File: src/inc/cicr_pkg.sv
// Purpose: shared constants for the core interrupt control registers
// Assumes: Avalon-MM byte addressing, 32-bit data, one aligned word per register
// Notes:   8-bit registers sit in the low byte, upper bits read as zero
package cicr_pkg;
  localparam int ADDR_W = 5;
  localparam int DATA_W = 32;
  localparam int REG_W  = 8;
  localparam int NUM_EXT = 3;
  localparam int PORT_W  = 4;
  localparam int STAT_W  = 5;

  localparam logic [ADDR_W-1:0] OFF_PRIMARY   = 5'h00;
  localparam logic [ADDR_W-1:0] OFF_SECONDARY = 5'h04;
  localparam logic [ADDR_W-1:0] OFF_RESET_CTL = 5'h08;
  localparam logic [ADDR_W-1:0] OFF_STATUS    = 5'h0c;
  localparam logic [ADDR_W-1:0] OFF_MASK      = 5'h10;
  localparam logic [ADDR_W-1:0] OFF_PORT_B    = 5'h14;

  // primary register fields
  localparam int BIT_GLOBAL_EN  = 7;
  localparam int BIT_PERIPH_EN  = 6;
  localparam int BIT_TIMER0_REGISTER_EN    = 5;
  localparam int BIT_EXT0_EN    = 4;
  localparam int BIT_PORT_EN    = 3;
  localparam int BIT_TIMER0_REGISTER_FLAG  = 2;
  localparam int BIT_EXT0_FLAG  = 1;
  localparam int BIT_PORT_FLAG  = 0;

  // secondary register fields
  localparam int BIT_PULLUP_DIS = 7;
  localparam int BIT_EDGE_SEL0  = 6;
  localparam int BIT_TIMER0_REGISTER_PRIO  = 2;
  localparam int BIT_PORT_PRIO  = 0;

  // reset control register field
  localparam int BIT_PRIO_LEVELS = 7;

  // status and mask layout
  localparam int STAT_TIMER0_REGISTER = 0;
  localparam int STAT_EXT0 = 1;
  localparam int STAT_PORT = 2;
  localparam int STAT_EXT1 = 3;
  localparam int STAT_EXT2 = 4;

  localparam logic [REG_W-1:0]  PRIMARY_RST   = 8'h00;
  localparam logic [REG_W-1:0]  SECONDARY_RST = 8'hf5;
  localparam logic [REG_W-1:0]  SECONDARY_WM  = 8'hf5;
  localparam logic [STAT_W-1:0] STAT_RST      = 5'h00;
  localparam logic [DATA_W-1:0] READ_ZERO     = 32'h0000_0000;
endpackage

File: src/rtl/cicr_sync.sv
// Purpose: two-stage synchroniser for asynchronous pin inputs
// Assumes: one clock; stages keep running through reset
// Notes:   only the second stage is visible outside; after reset it already holds the pin level
`timescale 1ns/10ps
module cicr_sync #(
  parameter int W = 1
) (
  input  wire logic         clk_sys,
  input  wire logic [W-1:0] d,
  output logic      [W-1:0] q
);
  logic [W-1:0] stage1;

  // no reset: a cleared stage would show a false edge when a pin idles high
  always_ff @(posedge clk_sys) begin
    stage1 <= d;
    q      <= stage1;
  end
endmodule

File: src/rtl/cicr_core.sv
// Purpose: core interrupt control registers with Avalon-MM slave
// Assumes: clk_sys 50 MHz, srst synchronous active high
// Notes:   one wait state per access; interrupt requests are combinational
// Contract
// (RULE_01) priority-levels bit selects two-level priority when set, single level when clear
// (RULE_02) flags set on their events regardless of individual or global enables
// (RULE_03) single level: bit 7 one permits unmasked interrupts, zero blocks all
// (RULE_04) two level: bit 7 one permits high priority, zero disables all
// (RULE_05) single level: bit 6 gates all peripheral interrupts
// (RULE_06) two level: bit 6 gates low-priority interrupts
// (RULE_07) bit 5 enables the timer-0 overflow interrupt
// (RULE_08) bit 4 enables the external interrupt 0
// (RULE_09) bit 3 enables the port-change interrupt
// (RULE_10) bit 2 set on timer-0 overflow, cleared only by software
// (RULE_11) bit 1 set on external interrupt 0 event, held until software clears
// (RULE_12) bit 0 set when any upper port pin changes, held until cleared
// (RULE_13) mismatch keeps setting port flag; port read ends mismatch
// (RULE_14) per-input edge select in secondary register, one rising, zero falling
// (RULE_15) priority bits for timer-0 and port change; unimplemented bits read zero
//
// The register addresses and the Avalon-MM slave port are this design's own decisions.
`timescale 1ns/10ps
module cicr_core
  import cicr_pkg::*;
(
  input  wire logic              clk_sys,
  input  wire logic              srst,
  input  wire logic [ADDR_W-1:0] avs_address,
  input  wire logic              avs_read,
  input  wire logic              avs_write,
  input  wire logic [DATA_W-1:0] avs_writedata,
  input  wire logic [3:0]        avs_byteenable,
  output logic      [DATA_W-1:0] avs_readdata,
  output logic                   avs_waitrequest,
  input  wire logic              timer0_overflow,
  input  wire logic [NUM_EXT-1:0] external_irq_input,
  input  wire logic [PORT_W-1:0] upper_port_b_pins,
  input  wire logic              periph_high_pending,
  input  wire logic              periph_low_pending,
  output logic                   irq_high_req,
  output logic                   irq_low_req,
  output logic                   port_pullup_disable,
  output logic                   irq
);

  function automatic logic reg_hit(input logic [ADDR_W-1:0] a,
                                   input logic [ADDR_W-1:0] off);
    return a == off;
  endfunction

  logic                bus_ack;
  logic                wr_go;
  logic                rd_go;
  logic                wr_lane0;
  logic [REG_W-1:0]    wbyte;
  logic [4:0]          enables;
  logic [2:0]          flags;
  logic [2:0]          next_flags;
  logic [REG_W-1:0]    secondary;
  logic                priority_levels_enable;
  logic [STAT_W-1:0]   status;
  logic [STAT_W-1:0]   next_status;
  logic [STAT_W-1:0]   mask;
  logic [STAT_W-1:0]   events;
  logic [DATA_W-1:0]   next_readdata;
  logic [REG_W-1:0]    primary_view;
  logic [NUM_EXT-1:0]  ext_sync;
  logic [NUM_EXT-1:0]  ext_prev;
  logic [NUM_EXT-1:0]  ext_event;
  logic [PORT_W-1:0]   port_sync;
  logic [PORT_W-1:0]   port_ref;
  logic                port_mismatch;
  logic                global_or_high_prio_enable;
  logic                peripheral_or_low_prio_enable;
  logic                timer0_overflow_enable;
  logic                ext_irq0_enable;
  logic                port_change_enable;
  logic                timer0_overflow_flag;
  logic                ext_irq0_flag;
  logic                port_change_flag;
  logic                timer0_overflow_priority;
  logic                port_change_priority;
  logic                timer0_register_act;
  logic                ext0_act;
  logic                port_act;

  // bus slave: one wait state, then the request is taken
  assign avs_waitrequest = (avs_read | avs_write) & ~bus_ack;
  assign wr_go    = avs_write & bus_ack;
  assign rd_go    = avs_read & bus_ack;
  assign wr_lane0 = wr_go & avs_byteenable[0];
  assign wbyte    = avs_writedata[REG_W-1:0];

  always_ff @(posedge clk_sys) begin
    if (srst) begin
      bus_ack <= 1'b0;
    end else begin
      bus_ack <= (avs_read | avs_write) & ~bus_ack;
    end
  end

  // pin inputs
  cicr_sync #(.W(NUM_EXT)) u_ext_sync (
    .clk_sys (clk_sys),
    .d       (external_irq_input),
    .q       (ext_sync)
  );

  cicr_sync #(.W(PORT_W)) u_port_sync (
    .clk_sys (clk_sys),
    .d       (upper_port_b_pins),
    .q       (port_sync)
  );

  // delay stage follows the synchronised pin through reset, so release
  // brings no false edge when a pin idles high
  always_ff @(posedge clk_sys) begin
    ext_prev <= ext_sync;
  end

  genvar gi;
  generate
    for (gi = 0; gi < NUM_EXT; gi++) begin : g_edge
      logic edge_rising;
      assign edge_rising = secondary[BIT_EDGE_SEL0 - gi];
      assign ext_event[gi] = edge_rising ? (ext_sync[gi] & ~ext_prev[gi])  // [RULE_14]
                                         : (~ext_sync[gi] & ext_prev[gi]);
    end
  endgenerate

  // reading the port register copies the pins, which ends the mismatch
  always_ff @(posedge clk_sys) begin
    if (srst) begin
      port_ref <= '0;
    end else if (rd_go && reg_hit(avs_address, OFF_PORT_B)) begin
      port_ref <= port_sync;  // [RULE_13]
    end
  end

  assign port_mismatch = port_sync != port_ref;  // [RULE_12]

  // enables of the primary register
  always_ff @(posedge clk_sys) begin
    if (srst) begin
      enables <= PRIMARY_RST[BIT_GLOBAL_EN:BIT_PORT_EN];
    end else if (wr_lane0 && reg_hit(avs_address, OFF_PRIMARY)) begin
      enables <= wbyte[BIT_GLOBAL_EN:BIT_PORT_EN];
    end
  end

  assign global_or_high_prio_enable    = enables[BIT_GLOBAL_EN - BIT_PORT_EN];
  assign peripheral_or_low_prio_enable = enables[BIT_PERIPH_EN - BIT_PORT_EN];
  assign timer0_overflow_enable        = enables[BIT_TIMER0_REGISTER_EN - BIT_PORT_EN];
  assign ext_irq0_enable               = enables[BIT_EXT0_EN - BIT_PORT_EN];
  assign port_change_enable            = enables[BIT_PORT_EN - BIT_PORT_EN];

  // flags: software write first, hardware set wins over it
  always_comb begin
    next_flags = flags;
    if (wr_lane0 && reg_hit(avs_address, OFF_PRIMARY)) begin
      next_flags = wbyte[BIT_TIMER0_REGISTER_FLAG:BIT_PORT_FLAG];
    end
    if (timer0_overflow) begin
      next_flags[BIT_TIMER0_REGISTER_FLAG] = 1'b1;  // [RULE_10] [RULE_02]
    end
    if (ext_event[0]) begin
      next_flags[BIT_EXT0_FLAG] = 1'b1;  // [RULE_11] [RULE_02]
    end
    if (port_mismatch) begin
      next_flags[BIT_PORT_FLAG] = 1'b1;  // [RULE_12] [RULE_13]
    end
  end

  always_ff @(posedge clk_sys) begin
    if (srst) begin
      flags <= PRIMARY_RST[BIT_TIMER0_REGISTER_FLAG:BIT_PORT_FLAG];
    end else begin
      flags <= next_flags;
    end
  end

  assign timer0_overflow_flag = flags[BIT_TIMER0_REGISTER_FLAG];
  assign ext_irq0_flag        = flags[BIT_EXT0_FLAG];
  assign port_change_flag     = flags[BIT_PORT_FLAG];

  // secondary register, unimplemented bits held at zero
  always_ff @(posedge clk_sys) begin
    if (srst) begin
      secondary <= SECONDARY_RST;
    end else if (wr_lane0 && reg_hit(avs_address, OFF_SECONDARY)) begin
      secondary <= wbyte & SECONDARY_WM;  // [RULE_15]
    end
  end

  assign port_pullup_disable      = secondary[BIT_PULLUP_DIS];
  assign timer0_overflow_priority = secondary[BIT_TIMER0_REGISTER_PRIO];
  assign port_change_priority     = secondary[BIT_PORT_PRIO];

  always_ff @(posedge clk_sys) begin
    if (srst) begin
      priority_levels_enable <= 1'b0;
    end else if (wr_lane0 && reg_hit(avs_address, OFF_RESET_CTL)) begin
      priority_levels_enable <= wbyte[BIT_PRIO_LEVELS];
    end
  end

  // interrupt requests towards the core
  assign timer0_register_act = timer0_overflow_enable & timer0_overflow_flag;  // [RULE_07]
  assign ext0_act = ext_irq0_enable & ext_irq0_flag;               // [RULE_08]
  assign port_act = port_change_enable & port_change_flag;         // [RULE_09]

  always_comb begin
    irq_high_req = 1'b0;
    irq_low_req  = 1'b0;
    if (!priority_levels_enable) begin  // [RULE_01]
      // single level: all requests use the high output
      irq_high_req = global_or_high_prio_enable &  // [RULE_03]
                     (timer0_register_act | ext0_act | port_act |
                      (peripheral_or_low_prio_enable &  // [RULE_05]
                       (periph_high_pending | periph_low_pending)));
    end else begin
      // external 0 has no priority bit and is always high
      irq_high_req = global_or_high_prio_enable &  // [RULE_04] [RULE_15]
                     (ext0_act | (timer0_register_act & timer0_overflow_priority) |
                      (port_act & port_change_priority) | periph_high_pending);
      irq_low_req  = global_or_high_prio_enable & peripheral_or_low_prio_enable &  // [RULE_06]
                     ((timer0_register_act & ~timer0_overflow_priority) |
                      (port_act & ~port_change_priority) | periph_low_pending);
    end
  end

  // sticky status with write-one-to-clear and mask
  assign events[STAT_TIMER0_REGISTER] = timer0_overflow;
  assign events[STAT_EXT0] = ext_event[0];
  assign events[STAT_PORT] = port_mismatch;
  assign events[STAT_EXT1] = ext_event[1];
  assign events[STAT_EXT2] = ext_event[2];

  always_comb begin
    next_status = status;
    if (wr_lane0 && reg_hit(avs_address, OFF_STATUS)) begin
      next_status = status & ~wbyte[STAT_W-1:0];
    end
    next_status = next_status | events;
  end

  always_ff @(posedge clk_sys) begin
    if (srst) begin
      status <= STAT_RST;
    end else begin
      status <= next_status;
    end
  end

  always_ff @(posedge clk_sys) begin
    if (srst) begin
      mask <= STAT_RST;
    end else if (wr_lane0 && reg_hit(avs_address, OFF_MASK)) begin
      mask <= wbyte[STAT_W-1:0];
    end
  end

  assign irq = |(status & mask);

  // read path, captured in the wait-state cycle
  assign primary_view = {enables, flags};

  always_comb begin
    next_readdata = READ_ZERO;
    if (reg_hit(avs_address, OFF_PRIMARY)) begin
      next_readdata[REG_W-1:0] = primary_view;
    end else if (reg_hit(avs_address, OFF_SECONDARY)) begin
      next_readdata[REG_W-1:0] = secondary;
    end else if (reg_hit(avs_address, OFF_RESET_CTL)) begin
      next_readdata[BIT_PRIO_LEVELS] = priority_levels_enable;
    end else if (reg_hit(avs_address, OFF_STATUS)) begin
      next_readdata[STAT_W-1:0] = status;
    end else if (reg_hit(avs_address, OFF_MASK)) begin
      next_readdata[STAT_W-1:0] = mask;
    end else if (reg_hit(avs_address, OFF_PORT_B)) begin
      next_readdata[PORT_W-1:0] = port_sync;
    end
  end

  always_ff @(posedge clk_sys) begin
    if (srst) begin
      avs_readdata <= READ_ZERO;
    end else if (avs_read && !bus_ack) begin
      avs_readdata <= next_readdata;
    end
  end
endmodule

File: config.mk
export PLATFORM = sky130hd
export DESIGN_NAME = cicr_core
export DESIGN_NICKNAME = d
export VERILOG_FILES = /design/src/inc/cicr_pkg.sv /design/src/rtl/cicr_sync.sv /design/src/rtl/cicr_core.sv
export SDC_FILE = /design/constraint.sdc
export NUM_CORES = 1
export LEC_CHECK = 0
export ABC_AREA = 1
export BUFFER_PORTS_ARGS = -buffer_cell sky130_fd_sc_hd__buf_2
export CAP_MARGIN = 20
export CORE_MARGIN = 3
export CORE_UTILIZATION = 53
export CTS_CLUSTER_SIZE = 12
export DETAILED_ROUTE_END_ITERATION = 16
export MAX_ROUTING_LAYER = met4
export PLACE_DENSITY = 0.85
export REMOVE_ABC_BUFFERS = 1
export SLEW_MARGIN = 15
export SYNTH_ARGS = -nofsm -noshare
export SYNTH_HDL_FRONTEND = slang
export SYNTH_HIERARCHICAL = 1
export SYNTH_SLANG_ARGS = --single-unit
File: constraint.sdc
create_clock -name clk_sys -period 3 [get_ports clk_sys]
set_clock_uncertainty 0.2 [all_clocks]
set_input_delay 0.15 -clock clk_sys [delete_from_list [all_inputs] [get_ports clk_sys]]
set_output_delay 0.15 -clock clk_sys [all_outputs]
set_load 0.01 [all_outputs]
### After elaboration in Yosys (flattened, before gate mapping)

Index checks and enable logic that the tools add are counted.

* bits in registers: 55
* input bits: 55

* equality and inequality tests: 6
* muxes and demuxes: 20
* bitwise gates (word level): 45
* reductions and logical operators: 13

Operator list (number)
* 1-bit AND: 22
* 5-bit 2-to-1 mux: 4
* 1-bit 2-to-1 mux: 11
* 5-bit AND: 2
* 5-bit by 4-bit == test with 1-bit output, second input constant: 2
* 5-bit == test, second input constant: 2
* 1-bit OR: 10
* 1-bit inverter: 9
* 4-bit 2-to-1 mux: 2
* 8-bit 2-to-1 mux: 1
* 1-bit logical AND: 7
* 2-bit nonzero test: 3
* 5-bit by 3-bit == test with 1-bit output, second input constant: 1
* 5-bit logical NOT: 1
* 5-bit inverter: 1
* 5-bit OR: 1
* 5-bit OR reduction: 1
* 4-bit != test: 1
* 3-bit 2-to-1 mux: 1
* 2-bit 2-to-1 mux: 1
* 1-bit logical NOT: 1

### Longest topological paths before layout

* depth in word-level cells: 7
* gate-level depth with buffers: 10

### Hierarchy

Netlist, hierarchy kept.

Modules (own cells, without submodules)
* cicr_core: instances 1, cells each 302, area each 2247.2 um^2, seq. area each 820.8 um^2
* cicr_sync at u_port_sync: instances 1, cells each 8, area each 160.2 um^2, seq. area each 160.2 um^2
* cicr_sync at u_ext_sync: instances 1, cells each 6, area each 120.1 um^2, seq. area each 120.1 um^2

### Worst setup path before layout

Ideal clock, no wire load.

* path kind: flip-flop to flip-flop
* start point: register bus_ack
* end point: register status[1]
* setup time: 128 ps
* arrival time: 1111 ps
* setup slack: 1561 ps
* cell stages (with the launch flop): 6
* period minus slack after synthesis: 1439 ps
* cells stage by stage: dfxtp_1 nand3_4 nor2_2 nand2_1 a21oi_1 nor2_1

* word-level cells in the longest chain between the ends: 5

Ends and longest elaborated chain
* from (decl): RTL line cicr_core.sv:51 `logic bus_ack;`
* from (signal assigned): RTL line cicr_core.sv:98 `bus_ack <= (avs_read | avs_write) & ~bus_ack;`
* 1-bit AND: RTL line cicr_core.sv:89 `assign wr_go = avs_write & bus_ack;`
* 1-bit AND: RTL line cicr_core.sv:91 `assign wr_lane0 = wr_go & avs_byteenable[0];`
* 1-bit logical AND: RTL line cicr_core.sv:241 `if (wr_lane0 && reg_hit(avs_address, OFF_STATUS)) begin`
* 5-bit 2-to-1 mux: RTL line cicr_core.sv:241
* 5-bit OR: RTL line cicr_core.sv:244 `next_status = next_status | events;`
* to (signal assigned): RTL line cicr_core.sv:251 `status <= next_status;`
* to (decl): RTL line cicr_core.sv:61 `logic [STAT_W-1:0] status;`

No other way between the ends.
A chain may end at the register's enable or synchronous reset.

### Worst setup path after layout

* start point: register bus_ack
* end point: register status[0]

Same word-level chain as after synthesis.

==> run metrics <==
full die area between 5000 and 6000 µm²; Clock Latency Late Sink around 0.31 ns; kind of critical path reg -> reg; share of cells above drive strength 1 18.45%; switching part of the total between 20% and 30%; largest net degree at the start of global routing 24; DIE HEIGHT roughly 75 µm; CP max stage delay between 0.5 and 0.6 ns; nets 428; Worst setup EP type register; period utilization 70.32%; routability cong. 0.9214; CTS tree built; Mapped Area 2527 µm²; global-route wire length before repair 9.108 mm; total of fill cells in the finished design a little under 400; vias in the first global route slightly above 2,000; Sink Count 55; worst-path cell chain nand3_4 > nor2_2 > nand2_1 > nand2_1 > a21oi_1 > dlygate4sd3_1; cell area power density between 500 and 600 nW/µm²; Synth async-reset ratio 0%; delay-heaviest family, CP simple AND/OR/NAND/NOR gates; final setup vio count 0; Worst setup startpoint bus_ack$_SDFF_PP0_; Initial Util roughly 56%; slowest stage cell on the critical path dlygate4sd3_1; Via Count about 2,200; Max-cap violations 0; post-cts sizing count 0; Flop pwr share about half; metal2 WL 2.618 mm; post-synthesis sequential area ratio a little over two fifths; global route overflow 0; WP buf/inv 1; Metal-1 WL around 2.4 mm; 1st-iter DRT viols 194; Synth area leader dfxtp_1; Slew @ Worst Pin around 0.66 ns; uppermost layer routed met4; CP required ~3 ns; Yosys Warn Count 6; wire per inst around 13 µm; clock share of power a little under two fifths; Fin Setup TNS 0 ns; met3 WL 427 µm; # rows 24; RR Startpoint bus_ack$_SDFF_PP0_; count of buffers from port buffering 40; synth-to-layout area growth 17.43%; worst-path maximum fanout 7; number of synthesized flops with an enable pin 0; hold crit path type in -> reg; Final Hold Viols 0; RSZ-0062 raised after global routing false; drt drc 0; Max Fclk approximately 470 MHz; Yosys top cell area share 43.56%; top-count cell post-synth dfxtp_1; diode count 0; CTS Hold Buffers Added 19; startpoint types register; Detail Placement HPWL 4.072 mm; CTS Buf Count 5; Routed WL 5.522 mm; Final ANT Viol Nets 0; ranking of synthesized cells by instance count 55 x dfxtp_1, 49 x nand2_1, 31 x inv_1; Tmin final approximately 2.1 ns; status finished clean; initial antenna violation count 0; Combinational Power Share about a tenth; Synth Flop Type dfxtp_1; Max VDD drop ~440 µV; Clk pin slew, worst setup/hold paths around 0.10 ns; Max Slew Vio Count 0; CP arrival ~2.1 ns; CTS Root Buffer Type clkbuf_8; vias per inst about 5.2; hold_sp srst; CTS max path bufs 2; Crit path top cell by count nand2_1; total power 1493 µW; CTS H-tree depth 2; Cell Int Power approximately 1100 µW; Lkg Pwr 0.001422 µW; Mean Syn Cell Area roughly 8 µm²; Slew headroom 56.10%; cell count after synthesis between 300 and 400; GRT Util Overall a little over a fifth; Seq cells post-synth 55; NetSw approximately 350 µW; Top Ports 92; CORE AREA roughly 4500 µm²; postcts setup bufs 0; synth top area cells dfxtp_1 44%, buf_4 7.7%, nand2_1 7.3%; Distinct cells, synth 36; die width roughly 75 µm; hold_ws between 0.01 and 0.015 ns; First-pass DRT Iterations 4
placed cells by master, fill, tap and decap left out:
cell	instances
a21oi_1	20
a221oi_1	1
a31oi_1	3
buf_2	40
buf_4	1
bufinv_16	2
clkbuf_8	5
clkinv_2	1
clkinvlp_4	1
conb_1	24
dfxtp_1	55
dlygate4sd3_1	19
inv_1	31
inv_2	3
inv_6	1
nand2_1	49
nand2_2	1
nand3_1	14
nand3_2	2
nand3_4	1
nand3b_1	1
nand4_1	13
nor2_1	27
nor2_2	3
nor2_4	4
nor2_8	2
nor3_1	1
nor3_4	1
o2111ai_1	1
o211ai_1	5
o211ai_2	1
o21ai_0	27
o21ai_1	3
o21bai_1	2
o22ai_1	3
o311a_1	1
o31ai_1	1
xnor2_1	4
area by class of cell:
| class | count | area [µm²] | area share [%] |
|---|---|---|---|
| clock buffers | 5 | 68.82 | 2.319 |
| clock inverters | 3 | 67.56 | 2.277 |
| inverters | 36 | 141.4 | 4.764 |
| multi-input cells | 215 | 1126 | 37.94 |
| flip-flops and latches | 55 | 1101 | 37.10 |
| well taps | 52 | 65.06 | 2.192 |
| repair buffers | 60 | 397.9 | 13.41 |
sequential cells by signal, summed over array words and instances, names as in the netlist:
register	cells
u_port_sync/q	4
port_ref	4
flags	3
priority_levels_enable	1
secondary	6
enables	5
u_ext_sync/stage1	3
u_port_sync/stage1	4
mask	5
bus_ack	1
status	5
avs_readdata	8
u_ext_sync/q	3
ext_prev	3
final timing paths:
kind                                            endpoint  slack, ns  cells after the start
worst max-delay path                status[0]$_SDFF_PP0_       0.89                      6
worst min-delay path                status[1]$_SDFF_PP0_       0.01                      2
worst max register to register      status[0]$_SDFF_PP0_       0.89                      6
worst min register to register  u_port_sync/q[1]$_DFF_P_       0.13                      0
worst reg2reg max path, stage by stage, from the launching register on:
cell	delay, ns
dfxtp_1	0.50
nand3_4	0.26
nor2_2	0.28
nand2_1	0.09
nand2_1	0.06
a21oi_1	0.05
dlygate4sd3_1	0.57
power groups by stage:
stage	Combinational, µW	Sequential [µW]	Clock, µW
2_1_floorplan	70.9	789	0
3_3_place_gp	123	790	0
3_5_place_dp	125	792	0
4_1_cts	145	775	584
5_1_grt	164	778	605
6_report	147	775	572
stage by stage:
stage | worst slack [ns] | instance area (µm²) | utilization, % | cells
floorplan | 1.306 | 2369 | - | 306
global placement | 1.186 | 2641 | 59.03 | 399
detailed placement | 1.186 | 2641 | 59.03 | 399
CTS | 0.8847 | 2968 | 66.33 | 426
global route | 0.7691 | 2968 | 66.33 | 426
finish | 0.8904 | 2968 | 66.33 | 426
logic make-up (layout without fill, tap and decap cells):
kind of cell | count (synthesis) | after routing | share of synthesized area (%)
flip-flops | 55 | 55 | 43.56
other | 1 | 24 | 0.1484
XOR/XNOR | 4 | 4 | 1.386
buffers and inverters | 69 | 104 | 15.30
AO/OA/AOI/OAI | 68 | 68 | 15.35
AND/OR/NAND/NOR | 119 | 119 | 24.26
routing by layer:
metal | vias to the layer above | GRT usage, %
met4 | 0 | 6.917
met5 | - | -
met3 | 8 | 5.073
li1 | 1116 | -
met1 | 1014 | 26.95
met2 | 94 | 35.59
(Power assumes the default switching activity.)
